File: config.mk
export PLATFORM = sky130hd
export DESIGN_NAME = cecab_top
export DESIGN_NICKNAME = d
export VERILOG_FILES = /design/src/hdl/cecab_fifo.v /design/src/hdl/cecab_top.v
export VERILOG_INCLUDE_DIRS = /design/src /design/src/hdl
export SDC_FILE = /design/constraint.sdc
export NUM_CORES = 1
export LEC_CHECK = 0
export BUFFER_PORTS_ARGS = -buffer_cell sky130_fd_sc_hd__buf_2
export CAP_MARGIN = 0
export CORE_ASPECT_RATIO = 0.75
export CORE_MARGIN = 5
export CORE_UTILIZATION = 58
export CTS_CLUSTER_SIZE = 28
export DETAILED_ROUTE_END_ITERATION = 16
export PLACE_DENSITY = 0.79
export SLEW_MARGIN = 10
export SYNTH_ARGS = -nofsm -noshare
export SYNTH_HDL_FRONTEND = slang
export SYNTH_SLANG_ARGS = --single-unit
File: constraint.sdc
create_clock -name clk_i -period 2.7 [get_ports clk_i]
set_input_delay 0.405 -clock clk_i [delete_from_list [all_inputs] [get_ports clk_i]]
set_output_delay 0.405 -clock clk_i [all_outputs]
set_load 0.05 [all_outputs]
File: src/hdl/cecab_regs.vh
`ifndef CECAB_REGS_VH
`define CECAB_REGS_VH

// Register byte addresses
`define CECAB_ADDR_SEL_LO 16'hff2a
`define CECAB_ADDR_SEL_HI 16'hff2b
`define CECAB_ADDR_CTRL0 16'hff42
`define CECAB_ADDR_TXBUF 16'hff51
`define CECAB_ADDR_RXBUF 16'hff52
`define CECAB_ADDR_STAT 16'hff53

// Reset values
`define CECAB_RST_BYTE 8'h00
`define CECAB_RST_SEL 15'h0000
`define CECAB_RST_WORD 16'h0000

// Control register zero fields
`define CECAB_C0_ENABLE 7
`define CECAB_C0_ACKCHK 6
`define CECAB_C0_CLK_HI 5
`define CECAB_C0_CLK_LO 3
`define CECAB_C0_TXTRIG 2
`define CECAB_C0_RXACC 1
`define CECAB_C0_EOM 0

// Status register fields
`define CECAB_ST_UNDER 0
`define CECAB_ST_OVER 1
`define CECAB_ST_TXACT 2
`define CECAB_ST_RXFULL 3

// Byte framing
`define CECAB_BITS_LAST 4'h7
`define CECAB_CNT_ZERO 4'h0
`define CECAB_CNT_ONE 4'h1
`define CECAB_UNREG_ADDR 4'hf
`define CECAB_SEL_MSB 14

// FIFO shape
`define CECAB_FIFO_W 8
`define CECAB_FIFO_D 4
`define CECAB_FIFO_AW 2

`endif

File: src/hdl/cecab_fifo.v
`timescale 1ns/1ps
`include "cecab_regs.vh"
module cecab_fifo #(
	parameter W = `CECAB_FIFO_W,
	parameter D = `CECAB_FIFO_D,
	parameter AW = `CECAB_FIFO_AW
) (
	input wire clk_i,
	input wire reset_i,
	input wire in_valid_i,
	output wire in_ready_o,
	input wire [W-1:0] in_data_i,
	output wire out_valid_o,
	input wire out_ready_i,
	output wire [W-1:0] out_data_o
);
	reg [W-1:0] mem_q [0:D-1];
	reg [AW-1:0] wp_q;
	reg [AW-1:0] rp_q;
	reg [AW:0] cnt_q;
	wire push;
	wire pop;
	localparam integer LAST_I = D - 1;
	// Cut to the pointer and counter widths on purpose
	localparam [AW:0] DEPTH = D[AW:0];
	localparam [AW-1:0] PTR_ONE = {{(AW-1){1'b0}}, 1'b1};
	localparam [AW:0] CNT_ONE = {{AW{1'b0}}, 1'b1};
	localparam [AW-1:0] PTR_LAST = LAST_I[AW-1:0];

	// Full and empty straight from the occupancy count
	assign in_ready_o = (cnt_q != DEPTH);
	assign out_valid_o = (cnt_q != {(AW+1){1'b0}});
	assign out_data_o = mem_q[rp_q];
	assign push = in_valid_i && in_ready_o;
	assign pop = out_valid_o && out_ready_i;

	////////////////////////////////////////////////////////////////
	// Storage, written by index
	genvar gi;
	generate
		for (gi = 0; gi < D; gi = gi + 1) begin : g_ent
			always @(posedge clk_i) begin
				if (reset_i) begin
					mem_q[gi] <= {W{1'b0}};
				end else if (push && wp_q == gi) begin
					mem_q[gi] <= in_data_i;
				end
			end
		end
	endgenerate

	// Pointers wrap at depth, not at a power of two
	always @(posedge clk_i) begin
		if (reset_i) begin
			wp_q <= {AW{1'b0}};
			rp_q <= {AW{1'b0}};
			cnt_q <= {(AW+1){1'b0}};
		end else begin
			if (push) begin
				wp_q <= (wp_q == PTR_LAST) ? {AW{1'b0}} : wp_q + PTR_ONE;
			end
			if (pop) begin
				rp_q <= (rp_q == PTR_LAST) ? {AW{1'b0}} : rp_q + PTR_ONE;
			end
			if (push && !pop) begin
				cnt_q <= cnt_q + CNT_ONE;
			end else if (pop && !push) begin
				cnt_q <= cnt_q - CNT_ONE;
			end
		end
	end
endmodule

File: src/hdl/cecab_top.v
// Function
// - Select bit n of 0..14 set makes logical address n local.
// - Transmit byte shifted out most significant bit first, bit 7 to 0.
// - Transfer interrupt pulses at start of every header and data block.
// - Byte written before current byte ends continues without gap.
// - Missed refill sets underrun, stops, error interrupt, goes to idle state.
// - Each completed received byte passes through the FIFO into receive buffer, or straight from the shift register on overrun.
// - New byte before previous read, with the FIFO also full, sets overrun and overwrites buffer.
// - Reset clears transmit buffer, receive buffer and control register zero.
// - Control register zero takes single-bit and full-byte writes.
// - Receive buffer is read-only; writes ignored.
// - Transmit buffer readable and writable as a byte.
// - Address select resets to zero; bit 15 reads zero.
`timescale 1ns/1ps
`include "cecab_regs.vh"
module cecab_top (
	input wire clk_i,
	input wire reset_i,
	input wire [15:0] addr_i,
	input wire wr_i,
	input wire rd_i,
	input wire wide_i,
	input wire bit_wr_i,
	input wire [2:0] bit_idx_i,
	input wire [15:0] wdata_i,
	output reg [15:0] rdata_o,
	input wire tx_bit_req_i,
	output reg tx_bit_o,
	output reg tx_active_o,
	output reg tx_last_o,
	input wire rx_frame_start_i,
	input wire rx_bit_valid_i,
	input wire rx_bit_i,
	output reg addr_match_o,
	output reg xfer_irq_o,
	output reg err_irq_o,
	output reg cec_enable_o,
	output reg ack_check_o,
	output reg [2:0] clk_sel_o,
	output reg rx_accept_o
);
	localparam ST_IDLE = 2'b01;
	localparam ST_SEND = 2'b10;

	reg [14:0] sel_q;
	reg [7:0] ctrl_q;
	reg [7:0] txbuf_q;
	reg [7:0] rxbuf_q;
	reg rx_full_q;
	reg under_q;
	reg over_q;
	reg [1:0] st_q;
	reg [7:0] tx_sh_q;
	reg [3:0] tx_cnt_q;
	reg tx_first_q;
	reg tx_fresh_q;
	reg [6:0] rx_sh_q;
	reg [3:0] rx_cnt_q;
	reg rx_hdr_q;
	reg [15:0] rd_d;
	reg [7:0] ctrl_d;
	wire wr_sel_lo;
	wire wr_sel_hi;
	wire wr_ctrl;
	wire wr_tx;
	wire wr_stat;
	wire rd_rx;
	wire trig;
	wire byte_done;
	wire [7:0] rx_byte;
	wire fifo_in_ready;
	wire fifo_out_valid;
	wire [7:0] fifo_out_data;
	wire ovr_now;
	wire pop;
	wire tx_load;
	wire tx_under;

	////////////////////////////////////////////////////////////////
	// Register decode; bit writes only land on control zero
	assign wr_sel_lo = wr_i && !bit_wr_i && addr_i == `CECAB_ADDR_SEL_LO;
	assign wr_sel_hi = wr_i && !bit_wr_i && (addr_i == `CECAB_ADDR_SEL_HI || (wide_i && wr_sel_lo));
	assign wr_ctrl = wr_i && addr_i == `CECAB_ADDR_CTRL0;
	assign wr_tx = wr_i && !bit_wr_i && addr_i == `CECAB_ADDR_TXBUF;
	assign wr_stat = wr_i && !bit_wr_i && addr_i == `CECAB_ADDR_STAT;
	assign rd_rx = rd_i && addr_i == `CECAB_ADDR_RXBUF;

	always @* begin
		ctrl_d = ctrl_q;
		if (bit_wr_i) begin
			ctrl_d[bit_idx_i] = wdata_i[0];
		end else begin
			ctrl_d = wdata_i[7:0];
		end
		// Clock select is frozen while the unit runs
		if (ctrl_q[`CECAB_C0_ENABLE]) begin
			ctrl_d[`CECAB_C0_CLK_HI:`CECAB_C0_CLK_LO] = ctrl_q[`CECAB_C0_CLK_HI:`CECAB_C0_CLK_LO];
		end
	end

	// Trigger only counts while enabled and idle
	assign trig = wr_ctrl && ctrl_d[`CECAB_C0_TXTRIG] && ctrl_d[`CECAB_C0_ENABLE] && st_q[0];

	// Control and buffers cleared at reset
	always @(posedge clk_i) begin
		if (reset_i) begin
			ctrl_q <= `CECAB_RST_BYTE;
			txbuf_q <= `CECAB_RST_BYTE;
			sel_q <= `CECAB_RST_SEL;
		end else begin
			if (wr_ctrl) begin
				ctrl_q <= ctrl_d;
				// Trigger is a strobe, it never stays set
				ctrl_q[`CECAB_C0_TXTRIG] <= 1'b0;
			end
			if (wr_tx) begin
				txbuf_q <= wdata_i[7:0];
			end
			if (wr_sel_lo) begin
				sel_q[7:0] <= wdata_i[7:0];
			end
			if (wr_sel_hi) begin
				sel_q[14:8] <= wide_i ? wdata_i[14:8] : wdata_i[6:0];
			end
		end
	end

	////////////////////////////////////////////////////////////////
	// Transmit sequencer
	assign tx_load = st_q[1] && tx_bit_req_i && tx_cnt_q == `CECAB_CNT_ZERO;
	assign tx_under = tx_load && !tx_first_q && !tx_fresh_q;

	always @(posedge clk_i) begin
		if (reset_i) begin
			st_q <= ST_IDLE;
			tx_sh_q <= `CECAB_RST_BYTE;
			tx_cnt_q <= `CECAB_CNT_ZERO;
			tx_first_q <= 1'b0;
			tx_fresh_q <= 1'b0;
			tx_bit_o <= 1'b0;
			tx_last_o <= 1'b0;
			xfer_irq_o <= 1'b0;
			err_irq_o <= 1'b0;
		end else begin
			xfer_irq_o <= 1'b0;
			err_irq_o <= 1'b0;
			// A write in the load cycle counts as refill for the next block
			if (wr_tx) begin
				tx_fresh_q <= 1'b1;
			end else if (tx_load) begin
				tx_fresh_q <= 1'b0;
			end
			case (st_q)
				ST_IDLE: begin
					if (trig) begin
						st_q <= ST_SEND;
						tx_cnt_q <= `CECAB_CNT_ZERO;
						tx_first_q <= 1'b1;
					end
				end
				ST_SEND: begin
					if (!ctrl_q[`CECAB_C0_ENABLE]) begin
						st_q <= ST_IDLE;
					end else if (tx_under) begin
						st_q <= ST_IDLE;
						err_irq_o <= 1'b1;
					end else if (tx_load) begin
						xfer_irq_o <= 1'b1;
						tx_bit_o <= txbuf_q[7];
						tx_sh_q <= {txbuf_q[6:0], 1'b0};
						tx_cnt_q <= `CECAB_BITS_LAST;
						tx_first_q <= 1'b0;
						tx_last_o <= ctrl_q[`CECAB_C0_EOM];
					end else if (tx_bit_req_i) begin
						tx_bit_o <= tx_sh_q[7];
						tx_sh_q <= {tx_sh_q[6:0], 1'b0};
						tx_cnt_q <= tx_cnt_q - `CECAB_CNT_ONE;
						// Non-final byte rolls into next load with no gap
						if (tx_cnt_q == `CECAB_CNT_ONE && tx_last_o) begin
							st_q <= ST_IDLE;
						end
					end
				end
				default: begin
					st_q <= ST_IDLE;
				end
			endcase
		end
	end

	////////////////////////////////////////////////////////////////
	// Receive shifter, most significant bit first
	assign byte_done = rx_bit_valid_i && ctrl_q[`CECAB_C0_ENABLE] && rx_cnt_q == `CECAB_BITS_LAST;
	assign rx_byte = {rx_sh_q, rx_bit_i};
	// Overrun only once the FIFO itself cannot take the byte
	assign ovr_now = byte_done && !fifo_in_ready;
	assign pop = fifo_out_valid && !rx_full_q && !ovr_now;

	always @(posedge clk_i) begin
		if (reset_i) begin
			rx_sh_q <= 7'h00;
			rx_cnt_q <= `CECAB_CNT_ZERO;
			rx_hdr_q <= 1'b0;
			addr_match_o <= 1'b0;
		end else if (rx_frame_start_i) begin
			rx_cnt_q <= `CECAB_CNT_ZERO;
			rx_hdr_q <= 1'b1;
			addr_match_o <= 1'b0;
		end else if (rx_bit_valid_i && ctrl_q[`CECAB_C0_ENABLE]) begin
			rx_sh_q <= rx_byte[6:0];
			rx_cnt_q <= byte_done ? `CECAB_CNT_ZERO : rx_cnt_q + `CECAB_CNT_ONE;
			if (byte_done && rx_hdr_q) begin
				rx_hdr_q <= 1'b0;
				if (rx_byte[3:0] == `CECAB_UNREG_ADDR) begin
					addr_match_o <= (sel_q == `CECAB_RST_SEL);
				end else begin
					// Bit n marks address n local
					addr_match_o <= sel_q[rx_byte[3:0]];
				end
			end
		end
	end

	// Four bytes of slack between shifter and buffer
	cecab_fifo #(
		.W(`CECAB_FIFO_W),
		.D(`CECAB_FIFO_D),
		.AW(`CECAB_FIFO_AW)
	) u_rx_fifo (
		.clk_i(clk_i),
		.reset_i(reset_i),
		.in_valid_i(byte_done),
		.in_ready_o(fifo_in_ready),
		.in_data_i(rx_byte),
		.out_valid_o(fifo_out_valid),
		.out_ready_i(!rx_full_q && !ovr_now),
		.out_data_o(fifo_out_data)
	);

	// Receive buffer loads from the FIFO, or from the shift path on overrun
	always @(posedge clk_i) begin
		if (reset_i) begin
			rxbuf_q <= `CECAB_RST_BYTE;
			rx_full_q <= 1'b0;
		end else if (ovr_now) begin
			rxbuf_q <= rx_byte;
			rx_full_q <= 1'b1;
		end else if (pop) begin
			rxbuf_q <= fifo_out_data;
			rx_full_q <= 1'b1;
		end else if (rd_rx) begin
			rx_full_q <= 1'b0;
		end
	end

	// Sticky flags; a set in the clear cycle wins
	always @(posedge clk_i) begin
		if (reset_i) begin
			under_q <= 1'b0;
			over_q <= 1'b0;
		end else begin
			if (tx_under) begin
				under_q <= 1'b1;
			end else if (wr_stat && wdata_i[`CECAB_ST_UNDER]) begin
				under_q <= 1'b0;
			end
			if (ovr_now) begin
				over_q <= 1'b1;
			end else if (wr_stat && wdata_i[`CECAB_ST_OVER]) begin
				over_q <= 1'b0;
			end
		end
	end

	////////////////////////////////////////////////////////////////
	// Read mux; unmapped addresses read zero
	always @* begin
		rd_d = `CECAB_RST_WORD;
		case (addr_i)
			`CECAB_ADDR_SEL_LO: rd_d = wide_i ? {1'b0, sel_q} : {8'h00, sel_q[7:0]};
			`CECAB_ADDR_SEL_HI: rd_d = {8'h00, 1'b0, sel_q[14:8]};
			`CECAB_ADDR_CTRL0: rd_d = {8'h00, ctrl_q};
			`CECAB_ADDR_TXBUF: rd_d = {8'h00, txbuf_q};
			// Read-only buffer, no write path decoded
			`CECAB_ADDR_RXBUF: rd_d = {8'h00, rxbuf_q};
			`CECAB_ADDR_STAT: rd_d = {12'h000, rx_full_q, st_q[1], over_q, under_q};
			default: rd_d = `CECAB_RST_WORD;
		endcase
	end

	// Registered outputs
	always @(posedge clk_i) begin
		if (reset_i) begin
			rdata_o <= `CECAB_RST_WORD;
			tx_active_o <= 1'b0;
			cec_enable_o <= 1'b0;
			ack_check_o <= 1'b0;
			clk_sel_o <= 3'h0;
			rx_accept_o <= 1'b0;
		end else begin
			if (rd_i) begin
				rdata_o <= rd_d;
			end
			tx_active_o <= st_q[1];
			cec_enable_o <= ctrl_q[`CECAB_C0_ENABLE];
			ack_check_o <= ctrl_q[`CECAB_C0_ACKCHK];
			clk_sel_o <= ctrl_q[`CECAB_C0_CLK_HI:`CECAB_C0_CLK_LO];
			rx_accept_o <= ctrl_q[`CECAB_C0_RXACC];
		end
	end
endmodule

* Word-level counts from Yosys, hierarchy flattened
Memory sizes are Yosys's and may differ from the RTL's. A register that Yosys moved wholly into a read port is not among the register bits.
Index checks and enable logic that the tools add are counted.
** Storage, ports and cells
- Register bits :: 104
- Logic and storage cells :: 214
- Memory bits (writable) :: 32
- Output and inout port bits :: 28
- Memories :: 1
- Bits of input ports :: 45
** Memory list
- u_rx_fifo.mem_q :: depth 4, width 8, read ports 1, clocked after memory_dff 1, wr ports 4, line cecab_fifo.v:17 : reg [W-1:0] mem_q [0:D-1];
** Cells by class
- Eq/ne operators :: 24
- $add $sub $neg :: 6
- Bitwise logic cells :: 8
- Reduce and logical (&&, ||, !) cells :: 69
- Multiplexer cells :: 72
- Order comparisons :: 3
** Operators by type and width (count)
- 16-bit equality test, second input constant :: 6
- 15-bit one-hot mux with 6 select lines :: 1
- 8-bit two-way mux :: 9
- 1-bit two-way mux :: 36
- 1-bit logical AND :: 34
- 4-bit two-way mux :: 6
- 2-bit two-way mux :: 10
- 2-bit nonzero test :: 9
- 15-bit zero test :: 1
- 15-bit two-way mux :: 1
- 4-bit inequality test, second input constant :: 3
- 4-bit AND reduction :: 3
- 5-bit AND reduction :: 2
- 8-bit bitwise mux :: 1
- 2-bit equality test, second input constant :: 4
- 1-bit zero test :: 8
- 2-bit inequality test, second input constant :: 4
- 4-bit one-hot mux with 2 select lines :: 1
- 2-bit AND reduction :: 4
- 7-bit two-way mux :: 1
- 3-bit two-way mux :: 2
- 3-bit inequality test, second input constant :: 2
- 3-bit nonzero test :: 2
- 4-bit by 5-bit less-than comparator with 1-bit output, second input constant :: 1
- other kinds (23) :: 31

* Logic depth before layout (Yosys ltp)
- Depth after elaboration :: 11
- Gate-level depth with buffers :: 9
- Depth with buffers taken out :: 9

* Cells and area by module
Synthesis repeated with hierarchy kept, for this count alone.
** Unflattened totals
- Cells, all modules :: 652
- Area, all modules :: 6508.7 sq um
** Modules (own cells, without submodules)
- cecab_top :: instances 1, area each 4591.9 sq um, seq. area each 1901.8 sq um, cells an instance 522
- cecab_fifo :: instances 1, area each 1916.8 sq um, seq. area each 1141.1 sq um, cells an instance 130

* Worst setup path after synthesis
No wires, ideal clock.
- Path type :: input port to flip-flop
- Start point :: in rx_bit_valid_i
- End point :: reg u_rx_fifo.cnt_q[2]
- Path buffers :: 0
- Setup slack :: 0.213 ns
- Data required time :: 2.630 ns
- Cell stages on the path :: 9
- Arrival time :: 2.417 ns
- Library setup time :: 0.070 ns
- Cell sequence :: and4b_1 -> nand2_1 -> nor2_1 -> ha_1 -> inv_1 -> fa_1 -> xor2_1 -> or3_1 -> a21oi_1
** On the way
- Elaborated cells on any way between the ends :: 13
- Those cells by class :: mux: 1; reduce/logical: 12
** RTL lines
- start: declaration :: line cecab_top.v:32 : input wire rx_bit_valid_i,
- 1-bit logical AND (*) :: line cecab_top.v:193 : assign byte_done = rx_bit_valid_i && ctrl_q[`CECAB_C0_ENABLE] && rx_cnt_q == `CECAB_BITS_LAST;
- 1-bit logical AND (no line) (*)
- 1-bit logical AND (*) :: line cecab_fifo.v:34 : assign push = in_valid_i && in_ready_o;
- named net u_rx_fifo.push :: line cecab_fifo.v:21 : wire push;
- 1-bit zero test :: line cecab_fifo.v:67 : end else if (pop && !push) begin
- 1-bit logical AND :: line cecab_fifo.v:67
- 2-bit nonzero test (no line)
- end signal: assignment :: line cecab_fifo.v:57 : cnt_q <= {(AW+1){1'b0}};
- end signal: assignment :: line cecab_fifo.v:66 : cnt_q <= cnt_q + CNT_ONE;
- end signal: assignment :: line cecab_fifo.v:68 : cnt_q <= cnt_q - CNT_ONE;
- end: declaration :: line cecab_fifo.v:20 : reg [AW:0] cnt_q;
The timed path passes the listed nets; every way through them passes the cells marked *.
A chain may end at the register's enable or synchronous reset.

* Worst setup path in the final report
- Start point :: reg u_rx_fifo.cnt_q[2]
- End point :: reg u_rx_fifo.cnt_q[2]
** On the way
- Word-level cells in the longest chain between the ends :: 9
- Elaborated cells on any way between the ends :: 17
- Those cells by class :: add/sub: 2; eq/ne: 1; mux: 2; reduce/logical: 12
** Ends and longest elaborated chain
- 3-bit inequality test :: line cecab_fifo.v:31 : assign in_ready_o = (cnt_q != DEPTH);
- 1-bit zero test :: line cecab_top.v:196 : assign ovr_now = byte_done && !fifo_in_ready;
- 1-bit logical AND :: line cecab_top.v:196
- 1-bit zero test :: line cecab_top.v:236 : .out_ready_i(!rx_full_q && !ovr_now),
- 1-bit logical AND :: line cecab_top.v:236
- 1-bit logical AND :: line cecab_fifo.v:35 : assign pop = out_valid_o && out_ready_i;
- 1-bit zero test :: line cecab_fifo.v:65 : if (push && !pop) begin
- 1-bit logical AND :: line cecab_fifo.v:65
- 3-bit two-way mux / 2-bit nonzero test (equally long branches)
Several ways; a longest one is shown, not always the timed one. The select of a mux whose other input is x is not followed.

==> results.cfg <==
[pwr]
pwr-share-comb_pct = 4.1
swShare_pct = 22.4
max-vdd-ir-drop_v = 0.000463
p_per_area_mw_per_mm2 = 628
intPower_uw = 3680
leakage_uw = 0.00300
p_seq_share_pct = 44.6
clockPowerShare_pct = 51.2
finalPower_uw = 4740
p_sw_uw = 1060

[route]
ant_nets = 0
drcViolationCount = 0
wl_per_cell_um = 19.9
via_per_inst = 6.19
dr_wl_met3_mm = 1.63
met2_length_mm = 8.04
finalWirelength_mm = 17.3
wl_met1_mm = 7.41
highest_layer = met4
vias = 5395
drtIter0Drc = 559
drt_first_pass_iters = 6

[synthesis]
muxShareOfSynthArea_pct = 10.8
synth-main-ff-cell = dfxtp_1
post_synth_xor_area_fraction_pct = 0.546
synth_top_family_by_area = simple AND/OR/NAND/NOR gates
synth_fa_ha_area_share_pct = 2.26
ys_seq_elements = 136
synth_compound_area_share_pct = 12.7
synth-simple-area-share_pct = 23.0
syn_avg_cell_area_sq_um = 9.82
synthCells = 653
synthDistinctLibCells = 64
synthesis.area_sq_mm = 0.00641
async_flop_share_pct = 0
synth_edf_count = 32
ys_seq_area_share_pct = 47.4
synth_nets = 709
ys_warn_count = 0

[clock_network]
clockBufferDepth = 2
clk_latency_ps = 430
clock_sinks = 136
postCtsResizedCells = 0
numCtsBuffers = 17
cts_root_buf = clkbuf_16
tritoncts = built
cts.clk_slew.worst_paths_ps = 60
hold_buffers = 0
h-tree-depth = 4
post-cts-setup-buffers = 0

[timing]
layout_min_cycle_time_ps = 2410
fmax_mhz = 414
finalSetupTns_ps = 0
tightest_slew_ps = 603
slew_viol_final = 0
hold_violations = 0
finalSetupViolCount = 0
relSlewSlack_pct = 59.7
rsz0062_at_grt = no
hold_slack_ps = 237
fin_skew_ps = 9.32
timing.final.crit_share_pct = 89.4

[global_route]
grt_use_total_pct = 26.5
antenna_found_initial = 0
grt_pass1_vias = 5275
grt_max_degree = 44
grt_overflow = 0
grt_pass1_wl_mm = 27.8

[setup_path]
cp.arrival_ps = 2770
worstSetupEndpointType = flip-flop
crit_chain = nor3b_1 > nand3_1 > nand2_1 > ha_1 > inv_1 > fa_1 > xor2_1 > or3_1 > a21oi_1
path_class = flip-flop to flip-flop
cp.required_ps = 3050
crit_slowest_cell = fa_1
critPathMaxFanout = 4
max_stage_delay_ps = 420
startpoint_type = flip-flop

[floorplan]
start_util_pct = 59.1
die-width_um = 131
ios = 73
dieHeight_um = 101
core_area_sq_mm = 0.0109
dieArea_sq_mm = 0.0133
rows = 33

[place]
port_buffers = 70
place_congestion = 0.930
place_inst = 839
hpwlAfterDp_mm = 11.8

[finish]
final_net_count = 774
drive_above_1_share_pct = 19.7
syn_to_final_growth_pct = 17.6
stdcell_count = 871
n_antenna_cell = 0

[min_path]
hold_path.class = input pin to flip-flop

[outcome]
status = finished clean

[run]
drv_cap = 0
synth_stat cells (5+ instances only):
master	n	share of area (%)
a211oi_1	15	1.8
a21oi_1	27	2.1
a22o_1	9	1.2
a22oi_1	6	0.70
a311oi_1	14	1.9
and2_1	39	3.8
clkbuf_1	36	2.1
dfxtp_1	104	32
edfxtp_1	32	15
ha_1	10	2.0
inv_1	7	0.41
mux2_2	5	0.88
mux2i_1	39	6.1
mux4_2	11	3.9
nand2_1	58	3.4
nand2b_1	16	1.6
nand3_1	28	2.2
nand4_1	5	0.49
nor2_1	67	3.9
nor2b_1	19	1.9
nor3_1	8	0.62
nor4_1	5	0.49
nor4b_1	6	0.82
o21ai_0	12	0.94
per-stage QoR:
step | worst slack (ps) | utilization, % | cell area [sq um]
after floorplan | 213 | - | 6410
after global placement | 333 | 63.8 | 6920
after detailed placement | 293 | 63.8 | 6920
after CTS | 291 | 69.5 | 7540
after global routing | 135 | 69.5 | 7540
final | 285 | 69.5 | 7540
flip-flops by register name (all words and copies together) (netlist names), 2 cells and up, named ones only:
register and cells:
rx_cnt_q 4, tx_cnt_q 4, u_rx_fifo.wp_q 2, tx_sh_q 7, u_rx_fifo.mem_q 32, txbuf_q 8, rx_sh_q 7, rdata_o 15
rxbuf_q 8, st_q 2, clk_sel_o 3, ctrl_q 7, u_rx_fifo.rp_q 2, u_rx_fifo.cnt_q 3, sel_q 15
worst paths after layout:
check	from	endpoint	slack, ps	depth (start not counted)
max	u_rx_fifo.cnt_q[2]	u_rx_fifo.cnt_q[2]	290	9
min	rx_frame_start_i	rx_cnt_q[0]	240	2
max reg2reg	u_rx_fifo.cnt_q[2]	u_rx_fifo.cnt_q[2]	290	9
min reg2reg	tx_sh_q[1]	tx_sh_q[1]	460	2
layout make-up:
cell class	count	area, sq um
tap	140	175
clock inverter	12	133
timing repair buffer	91	510
inverter	7	26.3
fill	817	3310
clock buffer	20	489
multi-input combinational	465	3170
sequential	136	3040
metal layers:
layer	track usage (%)	up-vias
li1	-	2511
met1	36.1	2572
met2	41.1	281
met3	7.44	31
met4	9.17	0
met5	0	-
critical path, delay by kind of cell, from the launching register on:
| family | cells | cell delay (ps) |
|---|---|---|
| DFF | 1 | 370 |
| buffers and inverters | 1 | 70 |
| xor gates and xnor gates | 1 | 190 |
| AOI/OAI and AO/OA | 1 | 140 |
| and+or+nand+nor | 4 | 960 |
| adders and majority gates | 2 | 620 |
placed cells by master, fill, tap and decap left out, types with 6 or more instances in the layout:
| cell | count |
|---|---|
| dfxtp_1 | 104 |
| buf_2 | 69 |
| nor2_1 | 67 |
| nand2_1 | 58 |
| mux2i_1 | 39 |
| and2_1 | 39 |
| edfxtp_1 | 32 |
| nand3_1 | 28 |
| a21oi_1 | 27 |
| buf_4 | 22 |
| nor2b_1 | 19 |
| clkbuf_16 | 19 |
| nand2b_1 | 16 |
| a211oi_1 | 15 |
| a311oi_1 | 14 |
| o21ai_0 | 12 |
| mux4_2 | 11 |
| ha_1 | 10 |
| a22o_1 | 9 |
| nor3_1 | 8 |
| inv_1 | 7 |
| nor4b_1 | 6 |
| a22oi_1 | 6 |
power groups by stage:
stage / Combinational, uW / Sequential [uW] / Clock [uW]
finish: 195 / 2120 / 2430
floorplan: 107 / 2160 / 0
CTS: 192 / 2120 / 2440
global placement: 185 / 2160 / 0
detailed placement: 190 / 2160 / 0
global route: 210 / 2120 / 2530
logic make-up (layout without fill, tap and decap cells):
kind of cell / after synthesis / in the layout
mux: 55 / 55
simple gates: 279 / 279
other cells: 1 / 1
compound gates: 115 / 115
flops: 136 / 136
fa+ha+maj: 11 / 11
xor+xnor: 4 / 4
buf+inv: 52 / 130
Note: power is estimated with default switching activity, not from simulation.
